==> config.mk <==
export PLATFORM = sky130hd
export DESIGN_NAME = gpio_port_register_bank
export DESIGN_NICKNAME = d
export VERILOG_FILES = /design/src/hdl/gpio_port_pkg.sv /design/src/hdl/gpio_port_register_bank.sv
export SDC_FILE = /design/constraint.sdc
export NUM_CORES = 1
export LEC_CHECK = 0
export BUFFER_PORTS_ARGS = -buffer_cell sky130_fd_sc_hd__buf_4
export CORE_ASPECT_RATIO = 1.1
export CORE_MARGIN = 3
export CORE_UTILIZATION = 45
export CTS_CLUSTER_DIAMETER = 150
export DETAILED_ROUTE_END_ITERATION = 10
export HOLD_SLACK_MARGIN = 0.05
export PLACE_DENSITY = 0.78
export SETUP_SLACK_MARGIN = 0.2
export SLEW_MARGIN = 20
export SYNTH_ARGS = -nofsm -noshare
export SYNTH_HDL_FRONTEND = slang
export SYNTH_SLANG_ARGS = --single-unit
==> constraint.sdc <==
create_clock -name clock_i -period 2.5 [get_ports clock_i]
set_input_delay 0.125 -clock clock_i [delete_from_list [all_inputs] [get_ports clock_i]]
set_output_delay 0.125 -clock clock_i [all_outputs]
set_load 0.01 [all_outputs]
==> src/hdl/gpio_port_pkg.sv <==
// constants, register map and state type of the gpio port register bank
package gpio_port_pkg;
    // ==========================================
    // sizes
    localparam int PIN_COUNT = 16;
    localparam int ADDR_W = 12;
    localparam int KEY_BIT = 16;
    // ==========================================
    // register byte offsets
    localparam logic [ADDR_W-1:0] OFS_PIN_MODE_SELECT = 12'h000;
    localparam logic [ADDR_W-1:0] OFS_OUTPUT_DRIVE_TYPE = 12'h004;
    localparam logic [ADDR_W-1:0] OFS_OUTPUT_SLEW_SELECT = 12'h008;
    localparam logic [ADDR_W-1:0] OFS_PULL_RESISTOR_SELECT = 12'h00c;
    localparam logic [ADDR_W-1:0] OFS_PIN_INPUT_LEVELS = 12'h010;
    localparam logic [ADDR_W-1:0] OFS_PIN_OUTPUT_LEVELS = 12'h014;
    localparam logic [ADDR_W-1:0] OFS_ATOMIC_SET_CLEAR = 12'h018;
    localparam logic [ADDR_W-1:0] OFS_CONFIG_FREEZE = 12'h01c;
    localparam logic [ADDR_W-1:0] OFS_ALT_FUNCTION_LOW = 12'h020;
    localparam logic [ADDR_W-1:0] OFS_ALT_FUNCTION_HIGH = 12'h024;
    localparam logic [ADDR_W-1:0] OFS_ATOMIC_CLEAR_ONLY = 12'h028;
    // ==========================================
    // field codes
    localparam logic [1:0] MODE_INPUT = 2'h0;
    localparam logic [1:0] MODE_OUTPUT = 2'h1;
    localparam logic [1:0] MODE_ALT = 2'h2;
    localparam logic [1:0] MODE_ANALOG = 2'h3;
    // ==========================================
    // reset values
    localparam logic [31:0] RST_WORD = 32'h0000_0000;
    localparam logic [15:0] RST_HALF = 16'h0000;
    // ==========================================
    // key sequence states
    typedef enum logic [3:0] {
        SEQ_IDLE  = 4'h1,
        SEQ_GOT1  = 4'h2,
        SEQ_GOT0  = 4'h4,
        SEQ_ARMED = 4'h8
    } seq_t;
    // ==========================================
    // whole state of the bank
    typedef struct packed {
        logic [31:0] mode;
        logic [15:0] otype;
        logic [31:0] slew;
        logic [31:0] pull;
        logic [15:0] odata;
        logic [15:0] freeze;
        logic key;
        seq_t seq;
        logic [15:0] seq_mask;
        logic [31:0] afl;
        logic [31:0] afh;
        logic [15:0] sync1;
        logic [15:0] sync2;
        logic [15:0] idata;
        logic [31:0] prdata;
        logic pready;
        logic pslverr;
    } state_t;
endpackage

==> src/hdl/gpio_port_register_bank.sv <==
// apb register bank of one 16-pin general-purpose port with configuration lock
module gpio_port_register_bank
    import gpio_port_pkg::*;
(
    // clock and reset
    input wire logic clock_i,
    input wire logic rstn_i,
    // apb slave
    input wire logic psel_i,
    input wire logic penable_i,
    input wire logic pwrite_i,
    input wire logic [ADDR_W-1:0] paddr_i,
    input wire logic [31:0] pwdata_i,
    output logic [31:0] prdata_o,
    output logic pready_o,
    output logic pslverr_o,
    // pads
    input wire logic [PIN_COUNT-1:0] pin_level_i,
    output logic [PIN_COUNT-1:0] driven_level_o,
    output logic [2*PIN_COUNT-1:0] pin_function_o,
    output logic [PIN_COUNT-1:0] drive_type_o,
    output logic [2*PIN_COUNT-1:0] slew_o,
    output logic [2*PIN_COUNT-1:0] pull_o,
    output logic [4*PIN_COUNT-1:0] alt_selector_o
);
    // ==========================================
    // state
    state_t st_r;
    state_t st_nxt;
    logic [PIN_COUNT-1:0] lk_w;
    logic [2*PIN_COUNT-1:0] lk2_w;
    logic [4*PIN_COUNT-1:0] lk4_w;
    logic [PIN_COUNT-1:0] an_w;
    logic setup_w;
    logic wr_w;
    logic rd_w;
    logic [ADDR_W-1:0] word_w;

    assign setup_w = psel_i & ~penable_i;
    assign wr_w = psel_i & penable_i & st_r.pready & pwrite_i;
    assign rd_w = psel_i & penable_i & st_r.pready & ~pwrite_i;
    assign word_w = {paddr_i[ADDR_W-1:2], 2'h0};
    assign lk_w = st_r.freeze & {PIN_COUNT{st_r.key}};

    // ==========================================
    // per-pin lock masks and analog detect
    genvar g;
    for (g = 0; g < PIN_COUNT; g++) begin : g_pin
        assign lk2_w[2*g+1:2*g] = {2{lk_w[g]}};
        assign lk4_w[4*g+3:4*g] = {4{lk_w[g]}};
        assign an_w[g] = (st_r.mode[2*g+1:2*g] == MODE_ANALOG);
    end

    // ==========================================
    // read mux
    function automatic logic [31:0] read_word(input state_t s, input logic [ADDR_W-1:0] a);
        logic [31:0] r;
        r = RST_WORD;
        case (a)
            OFS_PIN_MODE_SELECT: r = s.mode;
            OFS_OUTPUT_DRIVE_TYPE: r = {RST_HALF, s.otype};
            OFS_OUTPUT_SLEW_SELECT: r = s.slew;
            OFS_PULL_RESISTOR_SELECT: r = s.pull;
            OFS_PIN_INPUT_LEVELS: r = {RST_HALF, s.idata};
            OFS_PIN_OUTPUT_LEVELS: r = {RST_HALF, s.odata};
            OFS_CONFIG_FREEZE: r = {15'h0000, s.key, s.freeze};
            OFS_ALT_FUNCTION_LOW: r = s.afl;
            OFS_ALT_FUNCTION_HIGH: r = s.afh;
            default: r = RST_WORD;
        endcase
        return r;
    endfunction

    function automatic logic mapped(input logic [ADDR_W-1:0] a);
        return a <= OFS_ATOMIC_CLEAR_ONLY;
    endfunction

    // ==========================================
    // next state
    always_comb begin
        st_nxt = st_r;
        // two-flop synchroniser, then sample; analog pins read zero
        st_nxt.sync1 = pin_level_i;
        st_nxt.sync2 = st_r.sync1;
        st_nxt.idata = st_r.sync2 & ~an_w;
        // apb: zero-wait answer prepared in the setup cycle
        st_nxt.pready = setup_w;
        st_nxt.pslverr = setup_w & ~mapped(word_w);
        // set/clear registers and reserved words read zero
        st_nxt.prdata = setup_w ? read_word(st_r, word_w) : RST_WORD;
        if (wr_w && mapped(word_w)) begin
            case (word_w)
                OFS_PIN_MODE_SELECT: begin
                    st_nxt.mode = (st_r.mode & lk2_w) | (pwdata_i & ~lk2_w);
                end
                OFS_OUTPUT_DRIVE_TYPE: begin
                    st_nxt.otype = (st_r.otype & lk_w) | (pwdata_i[15:0] & ~lk_w);
                end
                OFS_OUTPUT_SLEW_SELECT: begin
                    st_nxt.slew = (st_r.slew & lk2_w) | (pwdata_i & ~lk2_w);
                end
                OFS_PULL_RESISTOR_SELECT: begin
                    st_nxt.pull = (st_r.pull & lk2_w) | (pwdata_i & ~lk2_w);
                end
                OFS_PIN_OUTPUT_LEVELS: begin
                    st_nxt.odata = pwdata_i[15:0];
                end
                OFS_ATOMIC_SET_CLEAR: begin
                    // set applied after clear so it wins
                    st_nxt.odata = (st_r.odata & ~pwdata_i[31:16]) | pwdata_i[15:0];
                end
                OFS_ATOMIC_CLEAR_ONLY: begin
                    st_nxt.odata = st_r.odata & ~pwdata_i[15:0];
                end
                OFS_ALT_FUNCTION_LOW: begin
                    st_nxt.afl = (st_r.afl & lk4_w[31:0]) | (pwdata_i & ~lk4_w[31:0]);
                end
                OFS_ALT_FUNCTION_HIGH: begin
                    st_nxt.afh = (st_r.afh & lk4_w[63:32]) | (pwdata_i & ~lk4_w[63:32]);
                end
                OFS_CONFIG_FREEZE: begin
                    if (!st_r.key) begin
                        st_nxt.freeze = pwdata_i[15:0];
                        case (st_r.seq)
                            SEQ_GOT1: begin
                                if (!pwdata_i[KEY_BIT] && pwdata_i[15:0] == st_r.seq_mask) begin
                                    st_nxt.seq = SEQ_GOT0;
                                end else begin
                                    st_nxt.seq = pwdata_i[KEY_BIT] ? SEQ_GOT1 : SEQ_IDLE;
                                end
                            end
                            SEQ_GOT0: begin
                                if (pwdata_i[KEY_BIT] && pwdata_i[15:0] == st_r.seq_mask) begin
                                    st_nxt.seq = SEQ_ARMED;
                                end else begin
                                    st_nxt.seq = pwdata_i[KEY_BIT] ? SEQ_GOT1 : SEQ_IDLE;
                                end
                            end
                            default: begin
                                st_nxt.seq = pwdata_i[KEY_BIT] ? SEQ_GOT1 : SEQ_IDLE;
                            end
                        endcase
                        if (pwdata_i[KEY_BIT]) begin
                            st_nxt.seq_mask = pwdata_i[15:0];
                        end
                    end
                end
                default: begin
                    // input levels are read-only
                    st_nxt.idata = st_r.sync2 & ~an_w;
                end
            endcase
        end
        // the read that closes the sequence arms the key for good
        if (rd_w && word_w == OFS_CONFIG_FREEZE && !st_r.key) begin
            if (st_r.seq == SEQ_ARMED) begin
                st_nxt.key = 1'b1;
            end
            st_nxt.seq = SEQ_IDLE;
        end
    end

    always_ff @(posedge clock_i or negedge rstn_i) begin
        if (!rstn_i) begin
            st_r <= '{mode: RST_WORD, otype: RST_HALF, slew: RST_WORD, pull: RST_WORD,
                      odata: RST_HALF, freeze: RST_HALF, key: 1'b0, seq: SEQ_IDLE,
                      seq_mask: RST_HALF, afl: RST_WORD, afh: RST_WORD, sync1: RST_HALF,
                      sync2: RST_HALF, idata: RST_HALF, prdata: RST_WORD, pready: 1'b0,
                      pslverr: 1'b0};
        end else begin
            st_r <= st_nxt;
        end
    end

    // ==========================================
    // outputs
    assign prdata_o = st_r.prdata;
    assign pready_o = st_r.pready;
    assign pslverr_o = st_r.pslverr;
    assign driven_level_o = st_r.odata;
    assign pin_function_o = st_r.mode;
    assign drive_type_o = st_r.otype;
    assign slew_o = st_r.slew;
    assign pull_o = st_r.pull;
    assign alt_selector_o = {st_r.afh, st_r.afl};

    // ==========================================
    // assertions
    a_key_stays_set:
    assert property (@(posedge clock_i) disable iff (!rstn_i) st_r.key |=> st_r.key && $stable(st_r.freeze))
        else $error("key or freeze bits changed after lock");

    a_mode_lock_held:
    assert property (@(posedge clock_i) disable iff (!rstn_i)
        wr_w && word_w == OFS_PIN_MODE_SELECT |=> ((st_r.mode ^ $past(st_r.mode)) & $past(lk2_w)) == 32'h0)
        else $error("locked mode field changed");

    a_set_beats_clear:
    assert property (@(posedge clock_i) disable iff (!rstn_i)
        wr_w && word_w == OFS_ATOMIC_SET_CLEAR
        |=> st_r.odata == (($past(st_r.odata) & ~$past(pwdata_i[31:16])) | $past(pwdata_i[15:0])))
        else $error("set/clear result wrong");

    a_clear_only_op:
    assert property (@(posedge clock_i) disable iff (!rstn_i)
        wr_w && word_w == OFS_ATOMIC_CLEAR_ONLY |=> st_r.odata == ($past(st_r.odata) & ~$past(pwdata_i[15:0])))
        else $error("clear-only result wrong");

    a_sample_levels:
    assert property (@(posedge clock_i) disable iff (!rstn_i)
        $past(rstn_i) && $past(rstn_i, 2) && $past(rstn_i, 3)
        |-> st_r.idata == ($past(pin_level_i, 3) & ~$past(an_w)))
        else $error("input level sample wrong");

    a_wo_reads_zero:
    assert property (@(posedge clock_i) disable iff (!rstn_i)
        setup_w && !pwrite_i && word_w == OFS_ATOMIC_SET_CLEAR |=> pready_o && prdata_o == 32'h0)
        else $error("write-only register read nonzero");

    a_seq_abort:
    assert property (@(posedge clock_i) disable iff (!rstn_i)
        wr_w && word_w == OFS_CONFIG_FREEZE && !pwdata_i[KEY_BIT] && st_r.seq != SEQ_GOT1 && !st_r.key
        |=> st_r.seq == SEQ_IDLE ##1 !st_r.key)
        else $error("bad key step did not abort");

    a_key_arms:
    assert property (@(posedge clock_i) disable iff (!rstn_i)
        rd_w && word_w == OFS_CONFIG_FREEZE && st_r.seq == SEQ_ARMED |=> st_r.key ##1 st_r.key)
        else $error("key did not arm");

    a_apb_answer:
    assert property (@(posedge clock_i) disable iff (!rstn_i)
        setup_w |=> pready_o ##1 !pready_o || setup_w)
        else $error("apb ready timing wrong");

    // ==========================================
    // lock, reset and register map checks
    a_type_lock_held:
    assert property (@(posedge clock_i) disable iff (!rstn_i)
        wr_w && word_w == OFS_OUTPUT_DRIVE_TYPE
        |=> ((st_r.otype ^ $past(st_r.otype)) & $past(lk_w)) == RST_HALF)
        else $error("locked drive type bit changed");

    a_slew_lock_held:
    assert property (@(posedge clock_i) disable iff (!rstn_i)
        wr_w && word_w == OFS_OUTPUT_SLEW_SELECT
        |=> ((st_r.slew ^ $past(st_r.slew)) & $past(lk2_w)) == RST_WORD)
        else $error("locked slew field changed");

    a_pull_lock_held:
    assert property (@(posedge clock_i) disable iff (!rstn_i)
        wr_w && word_w == OFS_PULL_RESISTOR_SELECT
        |=> ((st_r.pull ^ $past(st_r.pull)) & $past(lk2_w)) == RST_WORD)
        else $error("locked pull field changed");

    a_alt_lock_held:
    assert property (@(posedge clock_i) disable iff (!rstn_i)
        wr_w && (word_w == OFS_ALT_FUNCTION_LOW || word_w == OFS_ALT_FUNCTION_HIGH)
        |=> ((alt_selector_o ^ $past(alt_selector_o)) & $past(lk4_w)) == {RST_WORD, RST_WORD})
        else $error("locked alternate selector changed");

    a_type_write_lands:
    assert property (@(posedge clock_i) disable iff (!rstn_i)
        wr_w && word_w == OFS_OUTPUT_DRIVE_TYPE && !st_r.key
        |=> drive_type_o == $past(pwdata_i[15:0]))
        else $error("drive type write lost");

    a_freeze_write_lands:
    assert property (@(posedge clock_i) disable iff (!rstn_i)
        wr_w && word_w == OFS_CONFIG_FREEZE && !st_r.key
        |=> st_r.freeze == $past(pwdata_i[15:0]))
        else $error("freeze bits write lost");

    a_freeze_gate:
    assert property (@(posedge clock_i) disable iff (!rstn_i)
        wr_w && word_w == OFS_CONFIG_FREEZE && st_r.key
        |=> $stable(st_r.freeze) && $stable(st_r.seq))
        else $error("freeze bits written while key active");

    a_input_read_only:
    assert property (@(posedge clock_i) disable iff (!rstn_i)
        wr_w && word_w == OFS_PIN_INPUT_LEVELS
        |=> $stable(st_r.mode) && $stable(st_r.odata) && $stable(st_r.freeze) && $stable(st_r.seq))
        else $error("write to input levels changed state");

    a_odata_write_lands:
    assert property (@(posedge clock_i) disable iff (!rstn_i)
        wr_w && word_w == OFS_PIN_OUTPUT_LEVELS
        |=> driven_level_o == $past(pwdata_i[15:0]))
        else $error("output levels write lost");

    a_key_reads_one:
    assert property (@(posedge clock_i) disable iff (!rstn_i)
        setup_w && !pwrite_i && word_w == OFS_CONFIG_FREEZE && st_r.key
        |=> pready_o && prdata_o[KEY_BIT])
        else $error("active key read as zero");

    a_clear_reads_zero:
    assert property (@(posedge clock_i) disable iff (!rstn_i)
        setup_w && !pwrite_i && word_w == OFS_ATOMIC_CLEAR_ONLY
        |=> pready_o && prdata_o == RST_WORD)
        else $error("clear-only register read nonzero");

    a_reset_state:
    assert property (@(posedge clock_i) disable iff (!rstn_i)
        !$past(rstn_i)
        |-> pin_function_o == RST_WORD && drive_type_o == RST_HALF && driven_level_o == RST_HALF && !st_r.key)
        else $error("state after reset not cleared");

    a_key_needs_read:
    assert property (@(posedge clock_i) disable iff (!rstn_i)
        wr_w && word_w == OFS_CONFIG_FREEZE && !st_r.key
        |=> !st_r.key)
        else $error("key armed by a write");

    a_analog_reads_zero:
    assert property (@(posedge clock_i) disable iff (!rstn_i)
        $past(rstn_i)
        |-> (st_r.idata & $past(an_w)) == RST_HALF)
        else $error("analog pin sampled nonzero");

endmodule // gpio_port_register_bank

==> out/metrics.yaml <==
critical_path:
  startpoint_type: "primary input"
  crit_chain: "dlygate4sd3_1, buf_6, or4_4, or4_4, nor3_4, buf_6, buf_12, nand2_1, mux2_1"
  required_ns: 2.95
  cp_max_fo: 6
  slowest_stage: "or4_4"
  slowest_delay_ns: 0.60
  cp-end-kind: "register"
  cp_top_family: "simple AND/OR/NAND/NOR gates"
  path_buf_inv: 4
  setup.worst_path.class: "in -> reg"
  crit_arrival_ns: 2.75
power:
  combinationalPowerShare_pct: 5.3
  p_clk_share_pct: 47.2
  vdd.ir_drop.worst_v: 0.000579
  power.switching_w: 0.00237
  pwr-share-seq_pct: 47.4
  power.density_nw_per_um2: 583
  cellInternalPower_w: 0.00837
  p_sw_share_pct: 22.1
  leakagePower_nw: 9.09
synth:
  synth_cells: 1321
  ys_ff_latch: 311
  netlist_area_um2: 15300
  synth_cell_types: 57
  synth_nets: 1386
  synthArstFlopShare_pct: 100
  synth_seq_area_share_pct: 51.0
  synth_edf_count: 0
  avgSynthCellArea_um2: 11.6
  ys_warn_count: 0
  yosys_most_used_dff: "dfrtp_1"
global_routing:
  grt_pass1_wl_um: 71700
  grt_pass1_vias: 11500
  grt_overflow: 0
  grt_max_degree: 77
  antenna_found_initial: 1
  track_usage_pct: 25.9
timing:
  skew_ns: 0.00917
  finalCriticalPeriod_ns: 2.31
  setup_violations: 0
  fin_crit_sh_pct: 92.2
  worstMarginPinSlew_ns: 0.693
  hold_viol: 0
  rsz0062_at_grt: "yes"
  fin_tns_setup_ns: 0
  fmax_mhz: 434
  relSlewSlack_pct: 53.4
  slew_viol_final: 0
layout:
  nFillCells: 2761
  nets: 1544
  n_antenna_cell: 0
  layout-drive-gt1-share_pct: 41.8
  area_growth_syn_to_layout_pct: 20.6
  ff_latch_area_um2: 7780
  multiInputGateArea_um2: 5550
  design_area_um2: 18400
clock_tree:
  ctsRootBufferMaster: "clkbuf_16"
  cts_tree: "done"
  cts_max_level: 1
  cts_buffers: 31
  clk-insertion-delay-late_ns: 0.57
  cts_buffer_depth: 3
  path_clk_slew_ns: 0.06
  cts_sinks: 311
floorplanning:
  initial_core_util_pct: 45.8
  die_h_um: 199
  die_area_um2: 36200
  rows: 70
  io_pins: 291
  core_um2: 33400
  die_x_um: 182
run:
  maxCapViolCount: 0
place:
  gp_congestion: 0.935
  dp_hpwl_um: 35700
  placed_area_um2: 16600
  portBuffers: 288
detailed_routing:
  via_count: 11200
  routed_wl_um: 48600
  drtAntennaViolNets: 0
  drtPass1Iterations: 6
  routedWlPerCell_um: 25.1
  drt_drc_violations_left: 0
  first_iter_violations: 1350
  viasPerCell: 5.77
status:
  status: "complete, no violations"
hold_path:
  hold_path.class: "in -> reg"
[cell families after synthesis]
group | synth area share, %
XOR/XNOR | 0.975
flip-flops | 51.0
multiplexers | 17.6
buffers and inverters | 12.9
AND/OR/NAND/NOR | 7.92
AO/OA/AOI/OAI | 9.70
[power groups by stage]
| stage | registers, W | logic, W | clock network (W) |
|---|---|---|---|
| CTS | 0.00509 | 0.000566 | 0.00513 |
| finish | 0.00509 | 0.000574 | 0.00507 |
| global placement | 0.00518 | 0.000481 | 0 |
| floorplan | 0.00518 | 0.000162 | 0 |
| global route | 0.00509 | 0.000612 | 0.00535 |
| detailed placement | 0.00519 | 0.000489 | 0 |
[final timing paths]
check	end	from	slack (ns)	cells past startpoint
min in group asynchronous	prdata_o[19]	rstn_i	0.14	2
worst max-delay path	register	paddr_i[5]	0.19	9
max in group asynchronous	asynchronous set/reset pin	rstn_i	1.50	3
worst min-delay path	prdata_o[5]	paddr_i[3]	0.11	3
worst min register to register	st_r[63]	st_nxt[63]	0.35	0
worst max register to register	register	pready_o	0.35	7
[synthesized netlist by cell type (all sizes together), types with 3 or more instances]
master     n  share of area, %
o2bb2ai    5              0.29
nor2b      5              0.20
a21boi    17              0.84
nor2      35               1.0
o21ai      6              0.20
buf      240                12
a222oi    15              0.98
or4        5              0.27
a22o      51               2.9
mux2     200                15
a21o      18              0.88
o22ai     28               1.1
nand4      5              0.20
nor4       5              0.54
a21oi     22              0.75
clkbuf    55               1.4
a22oi     14              0.69
nand3      7              0.23
mux2i     43               2.8
xnor2     15              0.86
dfrtp    310                51
a31oi      8              0.33
nor4b      3              0.17
nand2    166               4.1
nor3      14              0.53
[timing repair]
item                                   in CTS  in global routing
resized for setup                           0                  3
setup endpoints to repair                   0                 29
endpoints found under the hold margin     320                  0
buffers inserted                            0                  8
hold buffers                               57                  0
[through the flow]
stage	setup WS [ns]	utilization (%)	cells	total power [W]	hold WS (ns)
6_report	0.194	55.2	1936	0.0107	0.114
5_1_grt	0.131	55.2	1936	0.0111	0.102
4_1_cts	0.226	54.9	1927	0.0108	0.0803
3_5_place_dp	0.0386	49.9	1812	0.00567	0.165
3_3_place_gp	0.0707	49.9	1812	0.00567	0.157
2_1_floorplan	0.222	-	1321	0.00534	-0.171
[cells in the final DEF (no fill, tap or decap), drive strengths merged, types with 3 or more instances in the layout]
master / count
a21boi: 17
a21o: 18
a21oi: 22
a222oi: 15
a22o: 51
a22oi: 14
a31oi: 8
buf: 362
bufinv: 6
clkbuf: 44
clkinv: 7
dfrtp: 310
dlygate4sd3: 57
mux2: 200
mux2i: 43
nand2: 166
nand3: 7
nand4: 5
nor2: 35
nor2b: 5
nor3: 14
nor4: 5
nor4b: 3
o21ai: 6
o22ai: 28
o2bb2ai: 5
or4: 5
xnor2: 15
[metal layers]
metal	track usage [%]	share of wire, %
met2	43.5	48
met5	0	0
met3	6.94	11
met1	31.4	36
met4	12.1	5.3
[cell type report]
| type | instances | share of cell area (%) |
|---|---|---|
| Timing Repair Buffer | 420 | 18.6 |
| Sequential cell | 311 | 42.3 |
| Tap cell | 432 | 2.93 |
| Clock inverter | 15 | 1.26 |
| Multi-Input combinational cell | 715 | 30.2 |
| Clock buffer | 43 | 4.78 |
[worst reg2reg max path: cells and delay by family (launching register included)]
family	cells	cell delay (ns)
flip-flops	1	0.37
AND/OR/NAND/NOR	4	1.07
buffers and inverters	2	0.27
multiplexers	1	0.32
Note: power is estimated with default switching activity, not from simulation.
